**src/verilog/swp_pkg.sv**
```systemverilog
// Constants, types and helpers shared by the status write-protect block
package swp_pkg;
  localparam logic [7:0] SWP_CMD_OFS  = 8'h00;
  localparam logic [7:0] SWP_STAT_OFS = 8'h04;
  localparam logic [7:0] SWP_EVT_OFS  = 8'h08;
  localparam logic [7:0] SWP_SEC_OFS  = 8'h0C;
  localparam int SWP_CMD_SET_WEL = 0;
  localparam int SWP_CMD_CLR_WEL = 1;
  localparam int SWP_CMD_PWR_CYC = 2;
  localparam int SWP_WEL_BIT     = 1;
  localparam int SWP_PM_LO_BIT   = 7;
  localparam int SWP_PM_HI_BIT   = 8;
  localparam int SWP_QE_BIT      = 9;
  localparam int SWP_LOCK_LSB    = 11;
  localparam int SWP_LOCK_MSB    = 13;
  localparam int SWP_EVT_SR_REJ  = 0;
  localparam int SWP_EVT_SR_ACC  = 1;
  localparam int SWP_EVT_SEC_REJ = 2;
  localparam int SWP_EVT_SEC_ACC = 3;
  localparam int SWP_EVT_WP_LVL  = 4;
  localparam logic [1:0] SWP_PM_RST   = 2'h0;
  localparam logic       SWP_QE_RST   = 1'h0;
  localparam logic [2:0] SWP_LOCK_RST = 3'h0;
  localparam logic [1:0] SWP_RESP_OKAY   = 2'h0;
  localparam logic [1:0] SWP_RESP_SLVERR = 2'h2;

  typedef enum logic [1:0] {
    SWP_PM_SOFT     = 2'h0,
    SWP_PM_HW       = 2'h1,
    SWP_PM_OTP      = 2'h3,
    SWP_PM_LOCKDOWN = 2'h2
  } swp_pmode_t;

  function automatic logic swp_addr_ok(input logic [7:0] a);
    return a == SWP_CMD_OFS || a == SWP_STAT_OFS ||
           a == SWP_EVT_OFS || a == SWP_SEC_OFS;
  endfunction

  function automatic logic swp_sr_write_ok(input swp_pmode_t pm,
                                           input logic write_enable_latch,
                                           input logic wp_lvl);
    logic ok;
    unique case (pm)
      SWP_PM_SOFT:     ok = write_enable_latch;
      SWP_PM_HW:       ok = write_enable_latch && wp_lvl;
      SWP_PM_LOCKDOWN: ok = 1'b0;
      SWP_PM_OTP:      ok = 1'b0;
    endcase
    return ok;
  endfunction
endpackage

```
**src/verilog/swp_regbus_if.sv**
```systemverilog
// Internal register access path between bus slave and core
`timescale 1ns/1ps
interface swp_regbus_if;
  logic        wr_stb;
  logic [7:0]  wr_addr;
  logic [31:0] wr_data;
  logic [7:0]  rd_addr;
  logic [31:0] rd_data;
  modport bus  (output wr_stb, wr_addr, wr_data, rd_addr, input rd_data);
  modport core (input wr_stb, wr_addr, wr_data, rd_addr, output rd_data);
endinterface

```
**src/verilog/swp_axil.sv**
```systemverilog
// AXI4-Lite slave front end for the write-protect registers
`timescale 1ns/1ps
module swp_axil import swp_pkg::*; (
  input  wire logic        clk,
  input  wire logic        rstn,
  input  wire logic        awvalid,
  output logic             awready_ff,
  input  wire logic [7:0]  awaddr,
  input  wire logic        wvalid,
  output logic             wready_ff,
  input  wire logic [31:0] wdata,
  input  wire logic [3:0]  wstrb,
  output logic             bvalid_ff,
  input  wire logic        bready,
  output logic [1:0]       bresp_ff,
  input  wire logic        arvalid,
  output logic             arready_ff,
  input  wire logic [7:0]  araddr,
  output logic             rvalid_ff,
  input  wire logic        rready,
  output logic [31:0]      rdata_ff,
  output logic [1:0]       rresp_ff,
  swp_regbus_if.bus        rb
);
  logic [7:0]  awaddr_ff;
  logic [31:0] wdata_ff;
  logic [7:0]  araddr_ff;
  logic        fire;
  logic        rd_pend;

  // Ready low means the slot holds a beat
  assign fire    = !awready_ff && !wready_ff && !bvalid_ff;
  assign rd_pend = !arready_ff && !rvalid_ff;
  assign rb.wr_stb  = fire;
  assign rb.wr_addr = awaddr_ff;
  assign rb.wr_data = wdata_ff;
  assign rb.rd_addr = araddr_ff;

  always_ff @(posedge clk) begin
    if (!rstn) begin
      awready_ff <= 1'b1;
      awaddr_ff  <= 8'h00;
    end else if (awvalid && awready_ff) begin
      awready_ff <= 1'b0;
      awaddr_ff  <= awaddr;
    end else if (bvalid_ff && bready) begin
      awready_ff <= 1'b1;
    end
  end

  always_ff @(posedge clk) begin
    if (!rstn) begin
      wready_ff <= 1'b1;
      wdata_ff  <= 32'h0000_0000;
    end else if (wvalid && wready_ff) begin
      wready_ff <= 1'b0;
      wdata_ff  <= wdata & {{8{wstrb[3]}}, {8{wstrb[2]}},
                            {8{wstrb[1]}}, {8{wstrb[0]}}};
    end else if (bvalid_ff && bready) begin
      wready_ff <= 1'b1;
    end
  end

  always_ff @(posedge clk) begin
    if (!rstn) begin
      bvalid_ff <= 1'b0;
      bresp_ff  <= SWP_RESP_OKAY;
    end else if (fire) begin
      bvalid_ff <= 1'b1;
      bresp_ff  <= swp_addr_ok(awaddr_ff) ? SWP_RESP_OKAY : SWP_RESP_SLVERR;
    end else if (bready) begin
      bvalid_ff <= 1'b0;
    end
  end

  always_ff @(posedge clk) begin
    if (!rstn) begin
      arready_ff <= 1'b1;
      araddr_ff  <= 8'h00;
    end else if (arvalid && arready_ff) begin
      arready_ff <= 1'b0;
      araddr_ff  <= araddr;
    end else if (rvalid_ff && rready) begin
      arready_ff <= 1'b1;
    end
  end

  always_ff @(posedge clk) begin
    if (!rstn) begin
      rvalid_ff <= 1'b0;
      rdata_ff  <= 32'h0000_0000;
      rresp_ff  <= SWP_RESP_OKAY;
    end else if (rd_pend) begin
      rvalid_ff <= 1'b1;
      rdata_ff  <= rb.rd_data;
      rresp_ff  <= swp_addr_ok(araddr_ff) ? SWP_RESP_OKAY : SWP_RESP_SLVERR;
    end else if (rready) begin
      rvalid_ff <= 1'b0;
    end
  end
endmodule

```
**src/verilog/swp_pin_mux.sv**
```systemverilog
// Function select of the shared protect/hold/data pins
`timescale 1ns/1ps
module swp_pin_mux import swp_pkg::*; (
  input  wire logic       clk,
  input  wire logic       rstn,
  input  wire logic       qe,
  input  wire logic       dl2_in,
  input  wire logic       dl3_in,
  input  wire logic [1:0] quad_dout,
  input  wire logic       quad_doe,
  output logic            wp_level_ff,
  output logic            hold_active_ff,
  output logic            dl2_out_ff,
  output logic            dl3_out_ff,
  output logic            dl2_oe_n_ff,
  output logic            dl3_oe_n_ff
);
  always_ff @(posedge clk) begin
    if (!rstn) begin
      wp_level_ff    <= 1'b1;
      hold_active_ff <= 1'b0;
    end else begin
      // In quad mode the protect pin no longer guards anything
      wp_level_ff    <= qe ? 1'b1 : dl2_in;
      hold_active_ff <= !qe && !dl3_in;
    end
  end

  always_ff @(posedge clk) begin
    if (!rstn) begin
      dl2_out_ff  <= 1'b0;
      dl3_out_ff  <= 1'b0;
      dl2_oe_n_ff <= 1'b1;
      dl3_oe_n_ff <= 1'b1;
    end else begin
      dl2_out_ff  <= qe && quad_dout[0];
      dl3_out_ff  <= qe && quad_dout[1];
      dl2_oe_n_ff <= !(qe && quad_doe);
      dl3_oe_n_ff <= !(qe && quad_doe);
    end
  end
endmodule

```
**src/verilog/swp_top.sv**
```systemverilog
// Status register write protection, quad enable and security locks
`timescale 1ns/1ps
module swp_top import swp_pkg::*; (
  input  wire logic        clk,
  input  wire logic        rstn,
  input  wire logic        awvalid,
  output logic             awready,
  input  wire logic [7:0]  awaddr,
  input  wire logic        wvalid,
  output logic             wready,
  input  wire logic [31:0] wdata,
  input  wire logic [3:0]  wstrb,
  output logic             bvalid,
  input  wire logic        bready,
  output logic [1:0]       bresp,
  input  wire logic        arvalid,
  output logic             arready,
  input  wire logic [7:0]  araddr,
  output logic             rvalid,
  input  wire logic        rready,
  output logic [31:0]      rdata,
  output logic [1:0]       rresp,
  input  wire logic        dl2_in,
  output logic             dl2_out,
  output logic             dl2_oe_n,
  input  wire logic        dl3_in,
  output logic             dl3_out,
  output logic             dl3_oe_n,
  input  wire logic [1:0]  quad_dout,
  input  wire logic        quad_doe,
  output logic             hold_active,
  output logic             quad_mode,
  output logic [2:0]       sec_lock,
  output logic [2:0]       sec_prog
);
  swp_regbus_if rb_if ();

  logic       wel_ff;
  logic       pm_lo_ff;
  logic       pm_hi_ff;
  logic       qe_ff;
  logic [2:0] lock_ff;
  logic [2:0] sec_prog_ff;
  logic       sr_rej_ff;
  logic       sr_acc_ff;
  logic       sec_rej_ff;
  logic       sec_acc_ff;
  logic       wp_level;

  swp_pmode_t pmode;
  logic       cmd_wr;
  logic       stat_wr;
  logic       sec_wr;
  logic       pwr_cycle;
  logic       sr_ok;
  logic [1:0] sec_idx;
  logic       sec_hit;
  logic       sec_ok;
  logic [2:0] sec_onehot;

  swp_axil u_axil (
    .clk        (clk),
    .rstn       (rstn),
    .awvalid    (awvalid),
    .awready_ff (awready),
    .awaddr     (awaddr),
    .wvalid     (wvalid),
    .wready_ff  (wready),
    .wdata      (wdata),
    .wstrb      (wstrb),
    .bvalid_ff  (bvalid),
    .bready     (bready),
    .bresp_ff   (bresp),
    .arvalid    (arvalid),
    .arready_ff (arready),
    .araddr     (araddr),
    .rvalid_ff  (rvalid),
    .rready     (rready),
    .rdata_ff   (rdata),
    .rresp_ff   (rresp),
    .rb         (rb_if)
  );

  swp_pin_mux u_pins (
    .clk            (clk),
    .rstn           (rstn),
    .qe             (qe_ff),
    .dl2_in         (dl2_in),
    .dl3_in         (dl3_in),
    .quad_dout      (quad_dout),
    .quad_doe       (quad_doe),
    .wp_level_ff    (wp_level),
    .hold_active_ff (hold_active),
    .dl2_out_ff     (dl2_out),
    .dl3_out_ff     (dl3_out),
    .dl2_oe_n_ff    (dl2_oe_n),
    .dl3_oe_n_ff    (dl3_oe_n)
  );

  assign pmode     = swp_pmode_t'({pm_hi_ff, pm_lo_ff});
  assign cmd_wr    = rb_if.wr_stb && rb_if.wr_addr == SWP_CMD_OFS;
  assign stat_wr   = rb_if.wr_stb && rb_if.wr_addr == SWP_STAT_OFS;
  assign sec_wr    = rb_if.wr_stb && rb_if.wr_addr == SWP_SEC_OFS;
  assign pwr_cycle = cmd_wr && rb_if.wr_data[SWP_CMD_PWR_CYC];

  // Protect mode and pin level decide whether a status write lands
  assign sr_ok = swp_sr_write_ok(pmode, wel_ff, wp_level);

  // Security region program or erase: index 1 to 3, 0 is not a region
  assign sec_idx    = rb_if.wr_data[1:0];
  assign sec_onehot = (sec_idx == 2'h0) ? 3'h0 :
                      3'(3'h1 << (sec_idx - 2'h1));
  assign sec_hit    = |(sec_onehot & lock_ff);
  assign sec_ok     = wel_ff && sec_idx != 2'h0 && !sec_hit;

  assign quad_mode = qe_ff;
  assign sec_lock  = lock_ff;
  assign sec_prog  = sec_prog_ff;

  always_ff @(posedge clk) begin
    if (!rstn) begin
      wel_ff <= 1'b0;
    end else if (pwr_cycle) begin
      wel_ff <= 1'b0;
    end else if ((stat_wr && sr_ok) || (sec_wr && sec_ok)) begin
      // Latch is used up by each operation it enabled
      wel_ff <= 1'b0;
    end else if (cmd_wr && rb_if.wr_data[SWP_CMD_SET_WEL]) begin
      wel_ff <= 1'b1;
    end else if (cmd_wr && rb_if.wr_data[SWP_CMD_CLR_WEL]) begin
      wel_ff <= 1'b0;
    end
  end

  // Reset here stands for factory state; power cycles are a command
  always_ff @(posedge clk) begin
    if (!rstn) begin
      {pm_hi_ff, pm_lo_ff} <= SWP_PM_RST;
    end else if (pwr_cycle && pmode == SWP_PM_LOCKDOWN) begin
      {pm_hi_ff, pm_lo_ff} <= SWP_PM_RST;
    end else if (stat_wr && sr_ok) begin
      pm_hi_ff <= rb_if.wr_data[SWP_PM_HI_BIT];
      pm_lo_ff <= rb_if.wr_data[SWP_PM_LO_BIT];
    end
  end

  always_ff @(posedge clk) begin
    if (!rstn) begin
      qe_ff <= SWP_QE_RST;
    end else if (stat_wr && sr_ok) begin
      qe_ff <= rb_if.wr_data[SWP_QE_BIT];
    end
  end

  // Lock bits only ever accumulate ones
  always_ff @(posedge clk) begin
    if (!rstn) begin
      lock_ff <= SWP_LOCK_RST;
    end else if (stat_wr && sr_ok) begin
      lock_ff <= lock_ff |
                 rb_if.wr_data[SWP_LOCK_MSB:SWP_LOCK_LSB];
    end
  end

  always_ff @(posedge clk) begin
    if (!rstn) begin
      sec_prog_ff <= 3'h0;
    end else if (sec_wr && sec_ok) begin
      sec_prog_ff <= sec_onehot;
    end else begin
      sec_prog_ff <= 3'h0;
    end
  end

  // Outcome flags of the last attempt, overwritten by the next one
  always_ff @(posedge clk) begin
    if (!rstn) begin
      sr_rej_ff <= 1'b0;
      sr_acc_ff <= 1'b0;
    end else if (stat_wr) begin
      sr_rej_ff <= !sr_ok;
      sr_acc_ff <= sr_ok;
    end
  end

  always_ff @(posedge clk) begin
    if (!rstn) begin
      sec_rej_ff <= 1'b0;
      sec_acc_ff <= 1'b0;
    end else if (sec_wr) begin
      sec_rej_ff <= !sec_ok;
      sec_acc_ff <= sec_ok;
    end
  end

  always_comb begin
    rb_if.rd_data = 32'h0000_0000;
    unique case (rb_if.rd_addr)
      SWP_CMD_OFS: begin
        rb_if.rd_data[SWP_CMD_SET_WEL] = wel_ff;
      end
      SWP_STAT_OFS: begin
        rb_if.rd_data[SWP_WEL_BIT]   = wel_ff;
        rb_if.rd_data[SWP_PM_LO_BIT] = pm_lo_ff;
        rb_if.rd_data[SWP_PM_HI_BIT] = pm_hi_ff;
        rb_if.rd_data[SWP_QE_BIT]    = qe_ff;
        rb_if.rd_data[SWP_LOCK_MSB:SWP_LOCK_LSB] = lock_ff;
      end
      SWP_EVT_OFS: begin
        rb_if.rd_data[SWP_EVT_SR_REJ]  = sr_rej_ff;
        rb_if.rd_data[SWP_EVT_SR_ACC]  = sr_acc_ff;
        rb_if.rd_data[SWP_EVT_SEC_REJ] = sec_rej_ff;
        rb_if.rd_data[SWP_EVT_SEC_ACC] = sec_acc_ff;
        rb_if.rd_data[SWP_EVT_WP_LVL]  = wp_level;
      end
      default: begin
        rb_if.rd_data = 32'h0000_0000;
      end
    endcase
  end
endmodule
```
**config.mk**
```make
export PLATFORM = sky130hd
export DESIGN_NAME = swp_top
export DESIGN_NICKNAME = d
export VERILOG_FILES = /design/src/verilog/swp_pkg.sv /design/src/verilog/swp_regbus_if.sv /design/src/verilog/swp_axil.sv /design/src/verilog/swp_pin_mux.sv /design/src/verilog/swp_top.sv
export SDC_FILE = /design/constraint.sdc
export NUM_CORES = 1
export LEC_CHECK = 0
export ABC_AREA = 1
export BUFFER_PORTS_ARGS = -buffer_cell sky130_fd_sc_hd__clkbuf_2
export CAP_MARGIN = 20
export CORE_MARGIN = 8
export CORE_UTILIZATION = 30
export CTS_CLUSTER_DIAMETER = 200
export DETAILED_ROUTE_END_ITERATION = 12
export GPL_ROUTABILITY_DRIVEN = 0
export PLACE_DENSITY = 0.57
export SLEW_MARGIN = 40
export SYNTH_ARGS = -nofsm -noshare
export SYNTH_HDL_FRONTEND = slang
export SYNTH_HIERARCHICAL = 1
export SYNTH_SLANG_ARGS = --single-unit
```
**constraint.sdc**
```tcl
create_clock -name clk -period 1.3 [get_ports clk]
set_input_delay 0.26 -clock clk [delete_from_list [all_inputs] [get_ports clk]]
set_output_delay 0.26 -clock clk [all_outputs]
set_load 0.02 [all_outputs]
```
**After elaboration in Yosys (flattened, before gate mapping)**

Index checks and enable logic that the tools add are counted.

- Register bits: 69
- Input port bits: 64
- Output and inout bits: 53
- Logic and storage cells: 120

- $add $sub $neg: 1
- Equality and inequality tests: 9
- Shift-type cells: 1
- Muxes and demuxes: 20
- Bitwise operators: 4
- Reductions and logical operators: 59

Operators with widths:

| cell | count |
|---|---|
| $eq A8 B4 Y1 const B | 4 |
| $logic_and A1 B1 Y1 | 24 |
| $eq A8 B3 Y1 const B | 2 |
| $logic_not A8 Y1 | 2 |
| $and A14 B14 Y14 | 1 |
| $reduce_bool A2 Y1 | 7 |
| $mux W3 | 4 |
| $logic_not A1 Y1 | 11 |
| $mux W1 | 11 |
| $logic_or A1 B1 Y1 | 7 |
| $reduce_or A2 Y1 | 3 |
| $reduce_or A3 Y1 | 2 |
| $eq A2 B2 Y1 const B | 2 |
| $logic_not A2 Y1 | 2 |
| $mux W2 | 2 |
| $pmux W1 S2 | 2 |
| $and A3 B3 Y3 | 1 |
| $or A3 B3 Y3 | 1 |
| $pmux W1 S3 | 1 |
| $shl A1 B2 Y3 const A | 1 |
| $eq A2 B1 Y1 const B | 1 |
| $reduce_and A2 Y1 | 1 |
| $sub A2 B1 Y2 const B | 1 |
| $not A1 Y1 | 1 |

**Depth between registers and ports, before layout**

Gate-level depths: netlist of the first run.

- Word-level depth: 10
- Gate-level depth with buffers: 11
- Mapped depth without buffers: 11

**Modules after synthesis**

The synthesis of the first run kept the hierarchy.

By module, submodules not included:

| module | instances | cells an instance | area each (um^2) | sequential area each (um^2) |
|---|---|---|---|---|
| swp_axil | 1 | 399 | 3454.6 | 1741.7 |
| swp_top | 1 | 124 | 845.8 | 280.3 |
| swp_pin_mux | 1 | 16 | 150.1 | 100.1 |

**Worst setup path after synthesis of the first run**

No wires, ideal clock.

- Path type: register to register
- Start point: register u_axil.bvalid_ff
- End point: register qe_ff (netlist: quad_mode)
- Setup time: 0.113 ns
- Arrival time: 1.185 ns
- Required time: 1.187 ns
- Setup slack: 0.002 ns
- Cell stages (with the launch flop): 11
- Buffers on the path: 0
- Period minus slack after synthesis: 1.298 ns
- Cells stage by stage: dfxtp_1 -> nor2_1 -> nand2_1 -> inv_1 -> nand2_1 -> inv_1 -> nand3_2 -> inv_2 -> nand3_4 -> nor2_1 -> nor2_1

- Word-level cells in the longest chain between the ends: 4

Ends and longest elaborated chain:

| item | line | RTL |
|---|---|---|
| start: declaration | swp_axil.sv:13 | `output logic bvalid_ff,` |
| start signal: assignment | swp_axil.sv:66 | `bvalid_ff <= 1'b0;` |
| start signal: assignment | swp_axil.sv:69 | `bvalid_ff <= 1'b1;` |
| start signal: assignment | swp_axil.sv:72 | `bvalid_ff <= 1'b0;` |
| $logic_not A1 Y1 | swp_axil.sv:32 | `assign fire = !awready_ff && !wready_ff && !bvalid_ff;` |
| $logic_and A1 B1 Y1 | swp_axil.sv:32 |  |
| net rb_if.wr_stb | swp_regbus_if.sv:4 | `logic wr_stb;` |
| $logic_and A1 B1 Y1 | swp_top.sv:102 | `assign stat_wr = rb_if.wr_stb && rb_if.wr_addr == SWP_STAT_OFS;` |
| $logic_and A1 B1 Y1 | swp_top.sv:150 | `end else if (stat_wr && sr_ok) begin` |
| end signal: assignment | swp_top.sv:151 | `qe_ff <= rb_if.wr_data[SWP_QE_BIT];` |
| end: declaration | swp_top.sv:41 | `logic qe_ff;` |

The timed path passes the listed nets, and every way through them passes these cells.
A chain may end at the register's enable or synchronous reset.

**Worst setup path in the final report of the first run**

- Start point: register u_axil.bvalid_ff
- End point: register sec_prog_ff[2] (netlist: sec_prog[2])

- Word-level cells in the longest chain between the ends: 5

Ends and longest elaborated chain:

| item | line | RTL |
|---|---|---|
| $logic_not A1 Y1 | swp_axil.sv:32 |  |
| $logic_and A1 B1 Y1 | swp_axil.sv:32 |  |
| net rb_if.wr_stb | swp_regbus_if.sv:4 |  |
| $logic_and A1 B1 Y1 | swp_top.sv:103 | `assign sec_wr = rb_if.wr_stb && rb_if.wr_addr == SWP_SEC_OFS;` |
| $logic_and A1 B1 Y1 | swp_top.sv:168 | `end else if (sec_wr && sec_ok) begin` |
| $reduce_and A2 Y1 (no line) | -- |  |
| end signal: assignment | swp_top.sv:169 | `sec_prog_ff <= sec_onehot;` |
| end: declaration | swp_top.sv:43 | `logic [2:0] sec_prog_ff;` |

The timed path passes the listed nets, and every way through them passes these cells.

==> results of run 1 <==
==> worst max path at each step <==
stage / from / end / cells past startpoint
2_1_floorplan: u_axil/bvalid_ff$_SDFFE_PN0P_ / quad_mode$_SDFFE_PN0P_ / 10
3_3_place_gp: u_axil/rb.rd_addr[5]$_SDFFE_PN0P_ / u_axil/rdata_ff[13]$_SDFFE_PN0P_ / 5
3_5_place_dp: u_axil/rb.rd_addr[5]$_SDFFE_PN0P_ / u_axil/rdata_ff[1]$_SDFFE_PN0P_ / 5
4_1_cts: u_axil/rb.rd_addr[0]$_SDFFE_PN0P_ / u_axil/rdata_ff[0]$_SDFFE_PN0P_ / 6
5_1_grt: u_axil/bvalid_ff$_SDFFE_PN0P_ / sec_prog[2]$_SDFF_PN0_ / 11
6_report: u_axil/bvalid_ff$_SDFFE_PN0P_ / sec_prog[2]$_SDFF_PN0_ / 11
==> registers in the layout (all words and copies together), names as in the netlist, 3 cells and up <==
name	cells
u_axil/rb.rd_addr	8
sec_lock	3
u_axil/rb.wr_addr	8
u_axil/rb.wr_data	9
sec_prog	3
u_axil/rdata_ff	32
==> worst max-delay path, cell delays in order, from the launching register on <==
cell and delay [ps]:
dfxtp_2 320, nor2_1 90, nand2_1 80, inv_2 70
nand2_2 50, inv_2 60, nand3_4 90, nor2_4 160
nand2_2 90, inv_2 80, nand2_4 70, nor2_2 80
==> through the flow <==
step	setup WS [ps]	hold WS [ps]	std cells
6_report	13.6	80.8	700
5_1_grt	-104	75.6	700
4_1_cts	3.56	67.8	699
3_5_place_dp	-2.26	429	682
3_3_place_gp	25.5	422	682
2_1_floorplan	2.24	332	465
==> power groups by stage <==
stage	sequential (uW)	combinational [uW]	clock, uW
floorplan	3050	506	0
global placement	2900	920	0
detailed placement	2900	935	0
CTS	2850	946	2620
global route	2880	1090	2740
finish	2850	965	2540
==> timing repair <==
action	4_1_cts	5_1_grt
setup endpoints to repair	4	44
pin swaps	1	8
setup buffers	1	1
cloned	0	0
hold buffers	0	0
resized for setup	0	27
==> metal layers <==
metal  track usage (%)  vias to the layer above  routed length [um]
met5                 0                        -                   0
met4              6.55                        0                 184
met3              2.47                       10                 548
met2              18.0                       82                3710
met1              15.0                     1354                3900
li1                  -                     1592                   -
==> placed cells by master (no fill, tap or decap) <==
| cell | n |
|---|---|
| nor2_1 | 116 |
| clkbuf_2 | 89 |
| dfxtp_1 | 81 |
| o21ai_0 | 47 |
| nand2_1 | 39 |
| inv_1 | 32 |
| conb_1 | 23 |
| nand3_1 | 16 |
| buf_4 | 13 |
| a21oi_1 | 12 |
| nor2_2 | 10 |
| a21oi_2 | 9 |
| clkbuf_16 | 9 |
| nand3_2 | 8 |
| nand4_1 | 6 |
| nor2_4 | 5 |
| inv_2 | 5 |
| o21ai_1 | 5 |
| nand2_2 | 4 |
| nand2_4 | 3 |
| o21ai_2 | 3 |
| nand3_4 | 2 |
| clkbuf_1 | 2 |
| clkinvlp_4 | 2 |
| dfxtp_2 | 2 |
| nor4_4 | 1 |
| or2_4 | 1 |
| nor3_4 | 1 |
| nor3_1 | 1 |
| clkinv_1 | 1 |
| inv_6 | 1 |
| bufinv_16 | 1 |
| clkbuf_8 | 1 |
| clkinv_2 | 1 |
| inv_4 | 1 |
| clkinv_4 | 1 |
| o211ai_1 | 1 |
| buf_12 | 1 |
| nand3b_1 | 1 |
==> area by class of cell <==
cell class,instances,area [um^2]
Inverter,41,166
Multi-Input combinational cell,314,1570
Fill cell,1194,6880
Tap cell,143,179
Clock inverter,4,50.0
Clock buffer,12,246
Sequential cell,83,1660
Timing Repair Buffer,103,563
==> reports/summary.txt, run 1 <==
Design Area, Final = 0.00444 mm^2
Clock power frac = 39.9%
Syn_area_per_cell = 7.75 um^2
Synthesized netlist cell count = 444
Sequential power share = 44.9%
RSZ-0062 raised after global routing = yes
Hold path depth = 2
Fin. max-slew vios = 0
Hold Path Sink = u_pins/hold_active_ff$_SDFF_PN0_
Status = finished, final reports clean
Share of cells above drive strength 1 = 31.2%
Setup TNS = 0 ps
DR vias/cell = 4.34
DRT antenna net count = 0
Largest net degree at the start of global routing = 44
Crit share post-route = 99.0%
Drt wl/cell = 11.9 um
Minimum clock period = 1290 ps
P per Cell Area = 1430 mW/mm^2
Net switching power = 1750 uW
Final hold vios = 0
DPL Wire Length = 6.30 mm
Vias in the first global route = 2,959
Number of remaining DRC errors = 0
DR pass1 iterations = 4
CP Capture Type = flip-flop
Hold Path Origin = dl3_in
Placed inst area = 0.00405 mm^2
CTS tree = yes
Mapped cell area = 0.00344 mm^2
R2R Path Start = u_axil/bvalid_ff$_SDFFE_PN0P_
Clock Latency Late Sink = 330 ps
Setup Viol. Count Final = 0
DRT Wirelength = 8.35 mm
Core area = 0.0113 mm^2
# diodes = 0
Ys Warns = 6
Maximum VDD drop = 0.533 mV
Chip height = 123 um
Vias = 3,038
CTS buffer count = 9
Total congestion overflow = 0
DRT iter0 DRCs = 106
I/O Pins = 117
CP arrival = 1560 ps
# nets final = 616
Clock Sinks = 83
Internal power = 4600 uW
Die ar. = 0.0152 mm^2
H-tree levels = 3
Post-layout util = 39.2%
Critical Path RT = 1580 ps
I/O Buffers = 89
Total of max-cap violations = 0
Part of the power in combinational logic = 15.2%
Initial antenna violation count = 0
Starting density of the core = 30.4%
GRT Total Usage = 11.7%
CTS max path bufs = 2
Final Skew = 4.52 ps
Leak pwr = 0.00205 uW
Setup Crit Path Kind = flip-flop to flip-flop
Switching share of total power = 27.5%
Worst R2R Setup Slack = 10 ps
Root Driver = clkbuf_16
First-pass GRT wire length = 14.0 mm
Layout area overhead = 29.0%
Fmax = 777 MHz
R2R cell count = 11
Worst Path Max Fanout = 4
Final Power = 6350 uW
Worst min path class = input port to flip-flop
R2r endpoint = sec_prog[2]$_SDFF_PN0_
Die Wd = 123 um
Core Rows = 39
Clock-pin transition on the worst setup and hold timing paths = 60 ps
Critical path launch point type = flip-flop
(Power assumes the default switching activity.)
==> run 2, diff against run 1 <==
CELL_PAD_IN_SITES_DETAIL_PLACEMENT = 0   (was unset)
CELL_PAD_IN_SITES_GLOBAL_PLACEMENT = 1   (was unset)
CORE_ASPECT_RATIO = 0.9   (was unset)
PLACE_DENSITY = 0.72   (was 0.57)
==> run 2 against run 1 <==
The flow now finishes with violations (negative setup slack). Via count down 1.1%. Highest routed layer unchanged. Sequential share of layout area shrank 0.49 points. First-iteration DRC count grew 34%. Register-to-register slack worse by 20 ps. Utilization up 0.61 points. Sequential power about the same. Maximum frequency fell by 1.8%. Cell count grew 1.6%.
==> reports/summary.txt, run 2 (synthesized netlist as in run 1, its figures left out) <==
Critical path launch point type = flip-flop
Clock Sinks = 83 (unchanged)
Vias = 3,006 (-1.1%)
Leading cell type in the layout, fill and taps excluded = nor2_1
Critical Path RT = 1570 ps (about the same)
DR vias/cell = 4.23 (-2.6%)
Number of remaining DRC errors = 0 (unchanged)
Crit path to = sec_prog[1]$_SDFF_PN0_
H-tree levels = 3 (unchanged)
Setup Viol. Count Final = 2 (+2)
Crit share post-route = 101% (+1.8 points)
Minimum clock period = 1310 ps (+23.8 ps)
Max reg flops = 32 (unchanged)
R2R cell count = 11 (unchanged)
Setup crit start = u_axil/wready_ff$_SDFFE_PN1P_
R2r endpoint = sec_prog[1]$_SDFF_PN0_
Most frequent cells in the layout = nor2_1, clkbuf_2, dfxtp_1
Starting density of the core = 30.5% (+0.067 points)
I/O Pins = 117 (unchanged)
Placed inst area = 0.00407 mm^2 (+0.53%)
Drt wl/cell = 11.6 um (-2.3%)
# nets final = 614 (-0.32%)
Status = finished with violations
CP Capture Type = flip-flop
R2R Path Start = u_axil/wready_ff$_SDFFE_PN1P_
Clock-pin transition on the worst setup and hold timing paths = 60 ps (about the same)
Setup Crit Path Kind = flip-flop to flip-flop
Chip height = 118 um (-4.5%)
Share of cells above drive strength 1 = 30.3% (-0.97 points)
Fmax = 763 MHz (-1.8%)
Fin worst setup slack = -10.2 ps (-23.8 ps)
GRT Total Usage = 11.5% (-0.16 points)
# hold bufs at CTS = 0 (unchanged)
Largest net degree at the start of global routing = 34 (-23%)
Final hold vios = 0 (unchanged)
DRT iter0 DRCs = 142 (+34%)
I/O Buffers = 89 (unchanged)
Die Wd = 129 um (+4.7%)
# diodes = 0 (unchanged)
Fin. max-slew vios = 0 (unchanged)
First-pass GRT wire length = 14.2 mm (+1.1%)
DRT Wirelength = 8.28 mm (-0.79%)
Core area = 0.0113 mm^2 (-0.22%)
Initial antenna violation count = 0 (unchanged)
CP arrival = 1580 ps (+20 ps)
Total of max-cap violations = 0 (unchanged)
Worst min path class = input port to flip-flop
Clock Latency Late Sink = 330 ps (about the same)
Die ar. = 0.0152 mm^2 (about the same)
CP max stage delay = 330 ps (about the same)
Worst Path Max Fanout = 4 (unchanged)
Crit-path cells = nor2_2, nand2_1, inv_1, nand2_1, inv_2, nand3_4, nor2_4, nand2_2, inv_2, nand2_4, nor2_2
CTS buffer count = 9 (unchanged)
Pre-CTS setup slack = -15.9 ps (-13.6 ps)
Worst R2R Setup Slack = -10 ps (-20 ps)
CTS tree = yes
Slowest stage cell, crit path = dfxtp_2
Root Driver = clkbuf_16
Reg with most FFs = u_axil/rdata_ff
Total congestion overflow = 0 (unchanged)
DRT antenna net count = 0 (unchanged)
Vias in the first global route = 3,014 (+1.9%)
Design Area, Final = 0.00450 mm^2 (+1.3%)
Layout area overhead = 30.7%
Post-layout util = 39.8% (+0.61 points)
Final Skew = 6.80 ps (+2.27 ps)
WHS = 89.8 ps (+9.01 ps)
DPL Wire Length = 6.22 mm (-1.4%)
Core Rows = 37 (-5.1%)
P per Cell Area = 1540 mW/mm^2 (+7.7%)
Violated checks = negative setup slack
RSZ-0062 raised after global routing = yes
CTS max path bufs = 2 (unchanged)
Leak pwr = 0.00207 uW (+1.2%)
Maximum VDD drop = 0.676 mV (+27%)
DR pass1 iterations = 6 (+2)
[run 2: through the flow]
| step | setup TNS [ps] | total power, uW | instances |
|---|---|---|---|
| floorplan | 0 | 3550 | 465 |
| global placement | 0 | 3820 | 694 |
| detailed placement | -31.9 | 3840 | 694 |
| CTS | 0 | 7030 | 711 |
| global route | -636 | 7270 | 711 |
| finish | -12.2 | 6930 | 711 |
[run 2: timing repair]
item                                    in CTS  in global routing
resized for setup                            1                 15
pin swaps                                    1                  6
endpoints found under the setup margin       4                 47
gates cloned                                 0                  0
buffers inserted                             1                  0
[run 2: critical path, delay by kind of cell, from the launching register on]
kind / cells / cell delay [ps]
AND/OR/NAND/NOR: 8 / 700
buffers and inverters: 3 / 220
flip-flops: 1 / 330
[run 2: layout make-up]
cell class / count / area [um^2]
sequential: 83 / 1660
timing repair buffer: 101 / 561
clock inverter: 6 / 136
tap: 156 / 195
multi-input combinational: 314 / 1540
inverter: 41 / 164
clock buffer: 10 / 239
fill: 1197 / 6800
[run 2: power by group]
group	leakage (uW)	internal, uW	switching (uW)
Sequential	0.000681	2730	118
Combinational	0.00121	326	627
Clock	0.000179	2130	998
Total	0.00207	5180	1740
[run 2: worst min-delay path by stage]
stage,start,to,slack [ps],cells after the start
2_1_floorplan,dl3_in,u_pins/hold_active_ff$_SDFF_PN0_,330,1
3_3_place_gp,dl3_in,u_pins/hold_active_ff$_SDFF_PN0_,420,2
3_5_place_dp,dl3_in,u_pins/hold_active_ff$_SDFF_PN0_,420,2
4_1_cts,dl3_in,u_pins/hold_active_ff$_SDFF_PN0_,70,2
5_1_grt,dl3_in,u_pins/hold_active_ff$_SDFF_PN0_,90,2
6_report,dl3_in,u_pins/hold_active_ff$_SDFF_PN0_,90,2
[run 2: metal layers]
| metal | GRT usage, % | up-vias | part of all wire (%) |
|---|---|---|---|
| li1 | - | 1590 | - |
| met1 | 14.0 | 1336 | 48 |
| met2 | 18.3 | 72 | 45 |
| met3 | 4.08 | 8 | 6.2 |
| met4 | 4.18 | 0 | 1.3 |
| met5 | 0 | - | 0 |
